### config.mk
export PLATFORM = sky130hd
export DESIGN_NAME = bpf_protect
export DESIGN_NICKNAME = d
export VERILOG_FILES = /design/src/rtl/bpf_pkg.sv /design/src/rtl/bpf_protect.sv
export SDC_FILE = /design/constraint.sdc
export NUM_CORES = 1
export LEC_CHECK = 0
export CORE_UTILIZATION = 64
export DETAILED_ROUTE_END_ITERATION = 8
export DONT_BUFFER_PORTS = 1
export GPL_TIMING_DRIVEN = 0
export PLACE_DENSITY = 0.8
export SLEW_MARGIN = 20
export SYNTH_ARGS = -nofsm -noshare
export SYNTH_HDL_FRONTEND = slang
export SYNTH_SLANG_ARGS = --single-unit
export TNS_END_PERCENT = 30
### constraint.sdc
create_clock -name clk -period 5.1 [get_ports clk]
set_input_delay 0.255 -clock clk [delete_from_list [all_inputs] [get_ports clk]]
set_output_delay 0.255 -clock clk [all_outputs]
set_load 0.01 [all_outputs]
### src/rtl/bpf_pkg.sv
// Constants for the two-cell protection state machine.
// Assumes a 40 MHz core clock.
package bpf_pkg;
  localparam int unsigned CLK_HZ = 40_000_000;
  // Nominal delays in microseconds
  localparam int unsigned OVC_DET_US   = 1_000_000;
  localparam int unsigned OVC_REL_US   = 40_000;
  localparam int unsigned OVD_DET_US   = 100_000;
  localparam int unsigned OVD_REL_US   = 1_000;
  localparam int unsigned OCUR_DET_US  = 20_000;
  localparam int unsigned OCUR_REL_US  = 1_000;
  localparam int unsigned XCHG_DET_US  = 1_500;
  localparam int unsigned XCHG_REL_US  = 1_500;
  // Short-circuit delay in nanoseconds (not shortened by test pin)
  localparam int unsigned SHORT_DET_NS = 250_000;
  localparam int unsigned CNT_W        = 26;
  localparam int unsigned SHORTEN_SH   = 6;
  function automatic logic [CNT_W-1:0] us_cycles(input longint unsigned us);
    longint unsigned c;
    c = (us * CLK_HZ) / 1_000_000;
    if (c == 0)
      c = 1;
    return c[CNT_W-1:0];
  endfunction
  localparam logic [CNT_W-1:0] SHORT_DET_CYC =
    CNT_W'((longint'(SHORT_DET_NS) * CLK_HZ) / 1_000_000_000);
endpackage

### src/rtl/bpf_protect.sv
// Protection state machine for a two-cell lithium-ion pack.
// Assumes comparator results arrive asynchronously from the analog front end.
`timescale 1ns/1ps
module bpf_protect
  import bpf_pkg::*;
(
  // Clock and reset
  input  wire logic clk,
  input  wire logic sys_rst,
  // Cell comparators
  input  wire logic cell_hi_ovc,
  input  wire logic cell_lo_ovc,
  input  wire logic cell_hi_ovc_rel,
  input  wire logic cell_lo_ovc_rel,
  input  wire logic cell_hi_ovd,
  input  wire logic cell_lo_ovd,
  // Sense node comparators
  input  wire logic sense_ocur,
  input  wire logic sense_short,
  input  wire logic sense_xchg,
  input  wire logic sense_stby_rel,
  input  wire logic load_present,
  // Test pin
  input  wire logic delay_shorten,
  // Gate outputs
  output logic      charge_gate,
  output logic      discharge_gate,
  // Sense node pulls and status
  output logic      supply_side_pull,
  output logic      ground_side_pull,
  output logic      reduced_hyst,
  output logic      standby
);

  localparam int unsigned NIN = 12;

  // Synchroniser bit positions
  localparam int unsigned IN_HI_OVC     = 11;
  localparam int unsigned IN_LO_OVC     = 10;
  localparam int unsigned IN_HI_OVC_REL = 9;
  localparam int unsigned IN_LO_OVC_REL = 8;
  localparam int unsigned IN_HI_OVD     = 7;
  localparam int unsigned IN_LO_OVD     = 6;
  localparam int unsigned IN_OCUR       = 5;
  localparam int unsigned IN_SHORT      = 4;
  localparam int unsigned IN_XCHG       = 3;
  localparam int unsigned IN_STBY_REL   = 2;
  localparam int unsigned IN_LOAD       = 1;
  localparam int unsigned IN_SHORTEN    = 0;

  typedef enum logic [2:0] {
    CNT_IDLE,
    CNT_RUN,
    CNT_DONE
  } bpf_cnt_t;

  logic [NIN-1:0] sync1;
  logic [NIN-1:0] sync2;
  logic           ovc_any;
  logic           ovc_rel_all;
  logic           ovd_any;
  logic           ovd_clear_all;
  logic           ocur;
  logic           shrt;
  logic           xchg;
  logic           stby_rel;
  logic           load;
  logic           shorten;

  always_ff @(posedge clk)
  begin
    if (sys_rst)
    begin
      sync1 <= '0;
      sync2 <= '0;
    end
    else
    begin
      sync1[IN_HI_OVC]     <= cell_hi_ovc;
      sync1[IN_LO_OVC]     <= cell_lo_ovc;
      sync1[IN_HI_OVC_REL] <= cell_hi_ovc_rel;
      sync1[IN_LO_OVC_REL] <= cell_lo_ovc_rel;
      sync1[IN_HI_OVD]     <= cell_hi_ovd;
      sync1[IN_LO_OVD]     <= cell_lo_ovd;
      sync1[IN_OCUR]       <= sense_ocur;
      sync1[IN_SHORT]      <= sense_short;
      sync1[IN_XCHG]       <= sense_xchg;
      sync1[IN_STBY_REL]   <= sense_stby_rel;
      sync1[IN_LOAD]       <= load_present;
      sync1[IN_SHORTEN]    <= delay_shorten;
      sync2                <= sync1;
    end
  end

  always_comb
  begin
    ovc_any       = sync2[IN_HI_OVC] | sync2[IN_LO_OVC];
    ovc_rel_all   = sync2[IN_HI_OVC_REL] & sync2[IN_LO_OVC_REL];
    ovd_any       = sync2[IN_HI_OVD] | sync2[IN_LO_OVD];
    ovd_clear_all = ~(sync2[IN_HI_OVD] | sync2[IN_LO_OVD]);
    ocur          = sync2[IN_OCUR];
    shrt          = sync2[IN_SHORT];
    xchg          = sync2[IN_XCHG];
    stby_rel      = sync2[IN_STBY_REL];
    load          = sync2[IN_LOAD];
    shorten       = sync2[IN_SHORTEN];
  end

  // Detection states
  logic ovc_st;
  logic ovd_st;
  logic ocur_st;
  logic xchg_st;
  logic stby_st;

  // Delay target, shortened in test mode
  function automatic logic [CNT_W-1:0] tgt(input logic [CNT_W-1:0] full,
                                           input logic sh);
    logic [CNT_W-1:0] t;
    t = sh ? (full >> SHORTEN_SH) : full;
    if (t == '0)
      t = CNT_W'(1);
    return t;
  endfunction

  // Qualifying conditions for each timed event
  logic c_ovc_det;
  logic c_ovc_rel;
  logic c_ovd_det;
  logic c_ovd_rel;
  logic c_oc_det;
  logic c_oc_rel;
  logic c_x_det;
  logic c_x_rel;
  logic c_sc_det;
  logic monitor;

  always_comb
  begin
    monitor   = ~stby_st;
    c_ovc_det = monitor & ~ovc_st & ovc_any;
    c_ovc_rel = monitor & ovc_st & ovc_rel_all
                & (~ocur | load);
    c_ovd_det = monitor & ~ovd_st & ovd_any & ~ovc_st;
    c_ovd_rel = monitor & ovd_st & ovd_clear_all;
    c_oc_det  = monitor & ~ocur_st & ~ovc_st & ~ovd_st & ocur;
    c_sc_det  = monitor & ~ocur_st & ~ovd_st & shrt;
    c_oc_rel  = ocur_st & ~ocur;
    c_x_det   = monitor & ~xchg_st & ~ovc_st & ~ovd_st
                & discharge_gate & xchg;
    c_x_rel   = xchg_st & ~xchg;
  end

  // One restartable counter per event
  localparam int unsigned NEV = 9;

  // Event slots
  localparam int unsigned EV_OVC_DET = 0;
  localparam int unsigned EV_OVC_REL = 1;
  localparam int unsigned EV_OVD_DET = 2;
  localparam int unsigned EV_OVD_REL = 3;
  localparam int unsigned EV_OC_DET  = 4;
  localparam int unsigned EV_OC_REL  = 5;
  localparam int unsigned EV_X_DET   = 6;
  localparam int unsigned EV_X_REL   = 7;
  localparam int unsigned EV_SC_DET  = 8;

  logic [NEV-1:0]   cond;
  logic [NEV-1:0]   fire;
  logic [CNT_W-1:0] lim      [NEV];
  logic [CNT_W-1:0] cnt      [NEV];
  logic [CNT_W-1:0] next_cnt [NEV];

  // Counter next values
  always_comb
  begin
    for (int i = 0; i < NEV; i++)
      next_cnt[i] = cnt[i] + CNT_W'(1);
  end

  always_comb
  begin
    cond[EV_OVC_DET] = c_ovc_det;
    cond[EV_OVC_REL] = c_ovc_rel;
    cond[EV_OVD_DET] = c_ovd_det;
    cond[EV_OVD_REL] = c_ovd_rel;
    cond[EV_OC_DET]  = c_oc_det;
    cond[EV_OC_REL]  = c_oc_rel;
    cond[EV_X_DET]   = c_x_det;
    cond[EV_X_REL]   = c_x_rel;
    cond[EV_SC_DET]  = c_sc_det;
    lim[EV_OVC_DET] = tgt(us_cycles(OVC_DET_US), shorten);
    lim[EV_OVC_REL] = tgt(us_cycles(OVC_REL_US), shorten);
    lim[EV_OVD_DET] = tgt(us_cycles(OVD_DET_US), shorten);
    lim[EV_OVD_REL] = tgt(us_cycles(OVD_REL_US), shorten);
    lim[EV_OC_DET]  = tgt(us_cycles(OCUR_DET_US), shorten);
    lim[EV_OC_REL]  = tgt(us_cycles(OCUR_REL_US), shorten);
    lim[EV_X_DET]   = tgt(us_cycles(XCHG_DET_US), shorten);
    lim[EV_X_REL]   = tgt(us_cycles(XCHG_REL_US), shorten);
    lim[EV_SC_DET]  = (SHORT_DET_CYC == '0) ? CNT_W'(1) : SHORT_DET_CYC;
    for (int i = 0; i < NEV; i++)
      fire[i] = cond[i] & (next_cnt[i] >= lim[i]);
  end

  always_ff @(posedge clk)
  begin
    for (int i = 0; i < NEV; i++)
    begin
      if (sys_rst || !cond[i] || fire[i])
        cnt[i] <= '0;
      else
        cnt[i] <= next_cnt[i];
    end
  end

  // Over-charge state
  always_ff @(posedge clk)
  begin
    if (sys_rst)
      ovc_st <= 1'b0;
    else if (fire[EV_OVC_DET])
      ovc_st <= 1'b1;
    else if (fire[EV_OVC_REL])
      ovc_st <= 1'b0;
  end

  // Reduced hysteresis once a load appears during over-charge
  always_ff @(posedge clk)
  begin
    if (sys_rst || !ovc_st)
      reduced_hyst <= 1'b0;
    else if (load)
      reduced_hyst <= 1'b1;
  end

  // Over-discharge state
  always_ff @(posedge clk)
  begin
    if (sys_rst)
      ovd_st <= 1'b0;
    else if (fire[EV_OVD_DET])
      ovd_st <= 1'b1;
    else if (fire[EV_OVD_REL])
      ovd_st <= 1'b0;
  end

  // Standby entry on over-discharge, exit via charger
  always_ff @(posedge clk)
  begin
    if (sys_rst)
      stby_st <= 1'b0;
    else if (fire[EV_OVD_DET])
      stby_st <= 1'b1;
    else if (stby_st && stby_rel)
      stby_st <= 1'b0;
  end

  // Over-current or short-circuit state; cleared when over-discharge takes over
  always_ff @(posedge clk)
  begin
    if (sys_rst || fire[EV_OVD_DET])
      ocur_st <= 1'b0;
    else if (fire[EV_OC_DET] || fire[EV_SC_DET])
      ocur_st <= 1'b1;
    else if (fire[EV_OC_REL])
      ocur_st <= 1'b0;
  end

  // Excess-charger state
  always_ff @(posedge clk)
  begin
    if (sys_rst)
      xchg_st <= 1'b0;
    else if (fire[EV_X_DET])
      xchg_st <= 1'b1;
    else if (fire[EV_X_REL])
      xchg_st <= 1'b0;
  end

  // Registered outputs
  always_ff @(posedge clk)
  begin
    if (sys_rst)
      charge_gate <= 1'b1;
    else
      charge_gate <= ~(ovc_st | xchg_st);
  end

  always_ff @(posedge clk)
  begin
    if (sys_rst)
      discharge_gate <= 1'b1;
    else
      discharge_gate <= ~(ovd_st | ocur_st);
  end

  always_ff @(posedge clk)
  begin
    if (sys_rst)
      supply_side_pull <= 1'b0;
    else
      supply_side_pull <= ovd_st;
  end

  always_ff @(posedge clk)
  begin
    if (sys_rst)
      ground_side_pull <= 1'b0;
    else
      ground_side_pull <= ocur_st & ~ovd_st;
  end

  always_ff @(posedge clk)
  begin
    if (sys_rst)
      standby <= 1'b0;
    else
      standby <= stby_st;
  end

endmodule

# [Word-level counts from Yosys, hierarchy flattened]
# Memory sizes are Yosys's and may differ from the RTL's.
# Index checks and enable logic that the tools add are counted.
[word_totals] regBits=35 ram_bits=234 input_bits=14 output_inout_bits=6 wordCells=191 n_memories=1
[mem_list] memory="cnt" words=9 word_bits=26 rd=9 rd_clocked_by_memory_dff=0 write_ports=9 line_no="bpf_protect.sv:171" source="logic [CNT_W-1:0] cnt [NEV];"
[op_classes] add_sub_neg=9 magnitude_cmp=9 n_mux=58 bitwise=58 reduce_logical=43
[ops] cell="two-way mux 26 bit" count=11
[ops] cell="adder 26 x 1 -> 26 bit (second input constant)" count=9
[ops] cell="greater-or-equal comparator 26 bit" count=8
[ops] cell="logical NOT 26 bit" count=6
[ops] cell="two-way mux 16 bit" count=4
[ops] cell="two-way mux 22 bit" count=2
[ops] cell="two-way mux 21 bit" count=2
[ops] cell="two-way mux 20 bit" count=2
[ops] cell="two-way mux 1 bit" count=37
[ops] cell="AND 1 bit" count=34
[ops] cell="greater-or-equal comparator 26 x 14 -> 1 bit (second input constant)" count=1
[ops] cell="logical OR 1 bit" count=21
[ops] cell="bitwise OR 1 bit" count=14
[ops] cell="logical NOT 1 bit" count=10
[ops] cell="NOT 1 bit" count=10
[ops] cell="nonzero test 2 bit" count=5
[ops] cell="logical AND 1 bit" count=1

# [Logic depth before layout (Yosys ltp)]
[depth] depth_word=12 ltp_mapped=16 mapped_depth_nobuf=13

# [Least setup slack after synthesis]
# Ideal clock, no wire load.
[synth_path] path_kind="register to register" from="register sync2[0]" to="memory cnt[2][10]" setup_time_ps=65 arrival_time_ps=4575 t_required_ps=5035 slack_ps=460 path_stages_with_launch=12 n_path_buf=1 synth_period_minus_slack_ps=4640 cell_sequence="dfxtp_1 inv_1 ha_1 or3b_2 o31a_1 o41a_1 o311ai_1 a41oi_1 a2111oi_0 o211ai_1 buf_2 nor2b_1"
[synth_rtl] element="start, declared" line_no="bpf_protect.sv:58" source="logic [NIN-1:0] sync2;"
[synth_rtl] element="start signal, assigned" line_no="bpf_protect.sv:91" source="sync2 <= sync1;"
[synth_rtl] element="end, declared" line_no="bpf_protect.sv:171"

==> results by stage <==
Status:
- The flow ran to the end, and the final reports show no timing, DRC or antenna violations.

Critical path:
- For the worst setup path, the data arrival time is approximately 5.2 ns.
- The cell type group with the largest total delay on the critical path is compound AO/OA/AOI/OAI gates.
- The worst setup slack for register-to-register paths is ~0.4 ns.
- For the worst flop-to-flop path, the logic depth is 11.
- The launch point of the worst reg-to-reg path is sync2[0]$_SDFF_PP0_.
- The capture instance of the worst register-to-register path is cnt[2][15]$_SDFF_PP0_.
- Along the worst path, the maximum fanout reaches 48.
- The largest stage delay on the critical path is ~0.84 ns.
- STA puts the critical path data required time at ~5.6 ns.
- Among all stages on the critical path, the largest delay is contributed by sky130_fd_sc_hd__dfxtp_4.
- STA classifies the critical path endpoint as a register.
- STA classifies the critical path startpoint as a register.
- The count of buffer and inverter cells on the critical path is 2.
- The signal on the critical path passes through inv_2 -> ha_1 -> or3b_2 -> o31a_1 -> o41a_1 -> o311ai_1 -> a41oi_1 -> a2111oi_0 -> o211ai_1 -> buf_2 -> nor2b_1.
- The kind of critical path is reg -> reg.

Route:
- The first detailed-routing pass ran for 5 iterations.
- Summing over every cut layer, the via total after detailed routing is 11200.
- After detailed routing, the number of vias per cell comes to approximately 5.8.
- Routed signal wires occupy layers up through met4.
- The sum of routed wire length over all layers is 28700 um.
- The detail route stage leaves a number of antenna-violating nets equal to 0.
- The average detailed-routed wire length per instance is 14.8 um.
- The wire length on met3 is about 950 um.
- For this run, design rule violations remaining after detail routing come to 0.
- Wire segments on met2 add up to ~14000 um in the final route.
- After the first detailed-routing iteration, the DRC count stood at 580.
- The detailed-route wire length on metal 1 is ~13000 um.

Timing:
- The clock arrives with between 0.015 and 0.02 ns of skew.
- The remaining max-slew budget at the tightest pin is 33.3%.
- The final critical path takes up between 90 and 100% of the cycle.
- Setup slack closes at 0.394 ns.
- Setup repair after global routing left no endpoint under its margin.
- The final critical-path required period is between 4 and 5 ns.
- Based on the critical path, the design can be clocked at up to roughly 210 MHz.
- The pin slew with the least headroom to its limit is around 1 ns.
- The number of slew-limit violations in the final report is 0.
- Setup violations remaining at the end of the flow were counted as 0.
- The number of hold violations in the final report was 0.

Die:
- The die boundary width is around 150 um.
- The initial standard-cell utilization of the core is 65.4%.
- The number of top-level design ports is 20.
- The height of the chip is 149 um.
- The cell row count is between 50 and 60.
- The die footprint is 22100 um2.
- The area of the core is ~21000 um2.

Layout:
- Leaving out fill and tap cells, the most frequent cell in the layout is sky130_fd_sc_hd__dfxtp_1.
- The layout cell share with drive strength beyond 1 is under 10%.
- After the last flow step, the layout net total stands at about 1700.
- 0 antenna diodes ended up in the layout.
- In the layout the commonest cells are 268 x sky130_fd_sc_hd__dfxtp_1, 150 x sky130_fd_sc_hd__nor2_1, 105 x sky130_fd_sc_hd__xnor2_1, 93 x sky130_fd_sc_hd__nand2_1, 91 x sky130_fd_sc_hd__ha_1.
- The filler cells instantiated in the layout total between 1500 and 2000.
- The area added between synthesis and finish is 13.2%.
- The finished layout holds ~1900 standard cells, fillers aside.

Min path:
- The hold-critical path depth is 2.
- The tightest min-delay check is of the in -> reg type.
- The end point of the most critical hold path is ovc_st$_SDFFE_PP0P_.
- The startpoint identified for the worst hold timing path is sys_rst.

GRT:
- The via count of the first global-routing pass came to 10800.
- The total routing resource utilization after global routing is 26.5%.
- The maximum number of pins on one net before global-route repair is 49.
- The initial antenna violation count is 0.
- The total overflow left after global routing is 0.
- The wire length of the first global-routing pass is 49100 um.

Synth:
- The number of distinct library cell variants in the gate-level netlist after synthesis is 83.
- The number of flops mapped to enable cells by yosys is 0.
- The post-synthesis instance total is approximately 1500.
- For this run, the register share of the synthesized area comes to 39.1%.
- Yosys printed 0 warnings.
- Summed over its instances, the top area cell type makes up between 30% and 40% of the synthesized netlist area.
- Counting flops with an async set or reset pin after synthesis yields a share of 0%.
- Among all flip-flop cells after synthesis, the most frequent one is sky130_fd_sc_hd__dfxtp_1.
- A synthesized cell averages 9.00 um2.
- The biggest area contributor in the post-synthesis netlist is sky130_fd_sc_hd__dfxtp_1.
- After synthesis the cells add up to around 14000 um2.
- Ranked by total cell area, the synthesized netlist is headed by sky130_fd_sc_hd__dfxtp_1 39%, sky130_fd_sc_hd__ha_1 8.3%, sky130_fd_sc_hd__xnor2_1 6.7%.
- Synthesis inferred between 200 and 300 register bits.

Place:
- The congestion estimate from routability-driven global placement came to approximately 0.87.
- Detailed placement ended at an HPWL of around 20000 um.
- The number of placed cells counting well taps is ~1900.
- Input and output buffers added on the ports amount to 0.
- At the placement stage, the worst setup path has a slack of approximately 0.52 ns.

Clock network:
- Clock tree synthesis selected as its root buffer the cell sky130_fd_sc_hd__clkbuf_16.
- TritonCTS built the clock tree.
- The maximum buffer depth of the clock tree is 3.
- The number of setup buffers added after CTS is 0.
- The insertion delay of the later-clocked pin in the worst-skew pair is ~0.55 ns.
- Post-CTS repair changed the size of 0 cells.
- The number of CTS-inserted buffers is 28.
- After clock tree synthesis, the clock-pin slew on the worst setup and hold paths is 0.06 ns.
- In this run the number of H-tree levels came out at 1.
- CTS saw 269 sinks.

Power and ir drop:
- Power spread over the standard cell area amounts to roughly 300 nW/um2.
- The static leakage power is between 5 and 6 nW.
- The largest vdd supply drop is roughly 0.28 mV.

Job:
- The tool flagged a number of max-cap violations equal to 0.
[power by group]
part,internal [mW],leakage [nW],switching (mW)
logic,0.0565,3.26,0.0680
clock network,1.52,0.531,0.850
registers,2.14,2.20,0.0402
[cells in the mapped netlist, types with 7 or more instances]
master                     count
sky130_fd_sc_hd__dfxtp_1     269
sky130_fd_sc_hd__nor2_1      150
sky130_fd_sc_hd__xnor2_1     105
sky130_fd_sc_hd__nand2_1      93
sky130_fd_sc_hd__ha_1         91
sky130_fd_sc_hd__nand3_1      88
sky130_fd_sc_hd__nor2b_1      88
sky130_fd_sc_hd__xor2_1       69
sky130_fd_sc_hd__nand4_1      63
sky130_fd_sc_hd__and3_1       50
sky130_fd_sc_hd__inv_1        39
sky130_fd_sc_hd__nor3_1       39
sky130_fd_sc_hd__clkbuf_1     30
sky130_fd_sc_hd__o21ai_0      26
sky130_fd_sc_hd__and4_1       25
sky130_fd_sc_hd__nor4_1       25
sky130_fd_sc_hd__a21oi_1      24
sky130_fd_sc_hd__a31oi_1      18
sky130_fd_sc_hd__or3_1        16
sky130_fd_sc_hd__a21o_1       15
sky130_fd_sc_hd__a211oi_1     13
sky130_fd_sc_hd__and2_1       11
sky130_fd_sc_hd__buf_2        11
sky130_fd_sc_hd__or4_1        11
sky130_fd_sc_hd__o211ai_1      9
sky130_fd_sc_hd__or2_2         9
sky130_fd_sc_hd__nand2b_1      8
sky130_fd_sc_hd__o21a_1        8
sky130_fd_sc_hd__mux2i_1       7
[worst max path at each step]
stage / depth (start not counted) / to / slack, ns / start
after global routing: 11 / cnt[2][15]$_SDFF_PP0_ / 0.0004 / sync2[0]$_SDFF_PP0_
final: 11 / cnt[2][15]$_SDFF_PP0_ / 0.39 / sync2[0]$_SDFF_PP0_
after global placement: 11 / cnt[2][20]$_SDFF_PP0_ / -1.78 / sync2[0]$_SDFF_PP0_
after floorplan: 11 / cnt[2][10]$_SDFF_PP0_ / 0.46 / sync2[0]$_SDFF_PP0_
after CTS: 11 / cnt[2][15]$_SDFF_PP0_ / 0.41 / sync2[0]$_SDFF_PP0_
after detailed placement: 11 / cnt[2][15]$_SDFF_PP0_ / 0.52 / sync2[0]$_SDFF_PP0_
[area by class of cell]
type / count / area [um2] / share of cell area (%)
multi-input combinational: 1246 / 8300 / 53.2
sequential: 269 / 5390 / 34.5
clock buffer: 35 / 767 / 4.92
tap: 275 / 344 / 2.21
clock inverter: 16 / 323 / 2.07
buffer: 44 / 200 / 1.28
inverter: 39 / 146 / 0.939
timing repair buffer: 13 / 130 / 0.834
[state kept, by name, summed over array words and instances, names as in the netlist]
name and cells:
stby_st 1, supply_side_pull 1, ovc_st 1, charge_gate 1
discharge_gate 1, sync2 12, sync1 12, xchg_st 1
reduced_hyst 1, ocur_st 1, ground_side_pull 1, ovd_st 1
standby 1, cnt 234
[logic make-up after synthesis]
group	share of synthesized area [%]
and+or+nand+nor	28.5
DFF	39.1
AOI/OAI and AO/OA	9.54
xor gates and xnor gates	11.1
adders and majority gates	8.33
buffers and inverters	2.51
muxes	0.917
other	0.0272
[through the flow]
step	hold slack (ns)	power (mW)	instance area (um2)	util, %	setup TNS, ns
after floorplan	0.383	2.31	14000	-	0
after global placement	0.387	2.34	14400	68.2	-141.10
after detailed placement	0.389	2.34	14400	68.2	0
after CTS	0.0141	4.71	15600	74.0	0
after global routing	0.0154	4.82	15600	74.0	0
final	0.0259	4.68	15600	74.0	0
[per-layer routing]
| layer | global-route usage, % | vias to the layer above |
|---|---|---|
| met2 | 47.1 | 188 |
| met3 | 3.27 | 62 |
| met1 | 33.1 | 5238 |
| met4 | 9.13 | 0 |
| met5 | 0 | - |
| li1 | - | 5672 |
[repair_timing]
item	CTS	global route
hold endpoints to repair	14	0
setup endpoints to repair	0	0
hold buffers	13	0
Power figures use the tool's default switching activity.
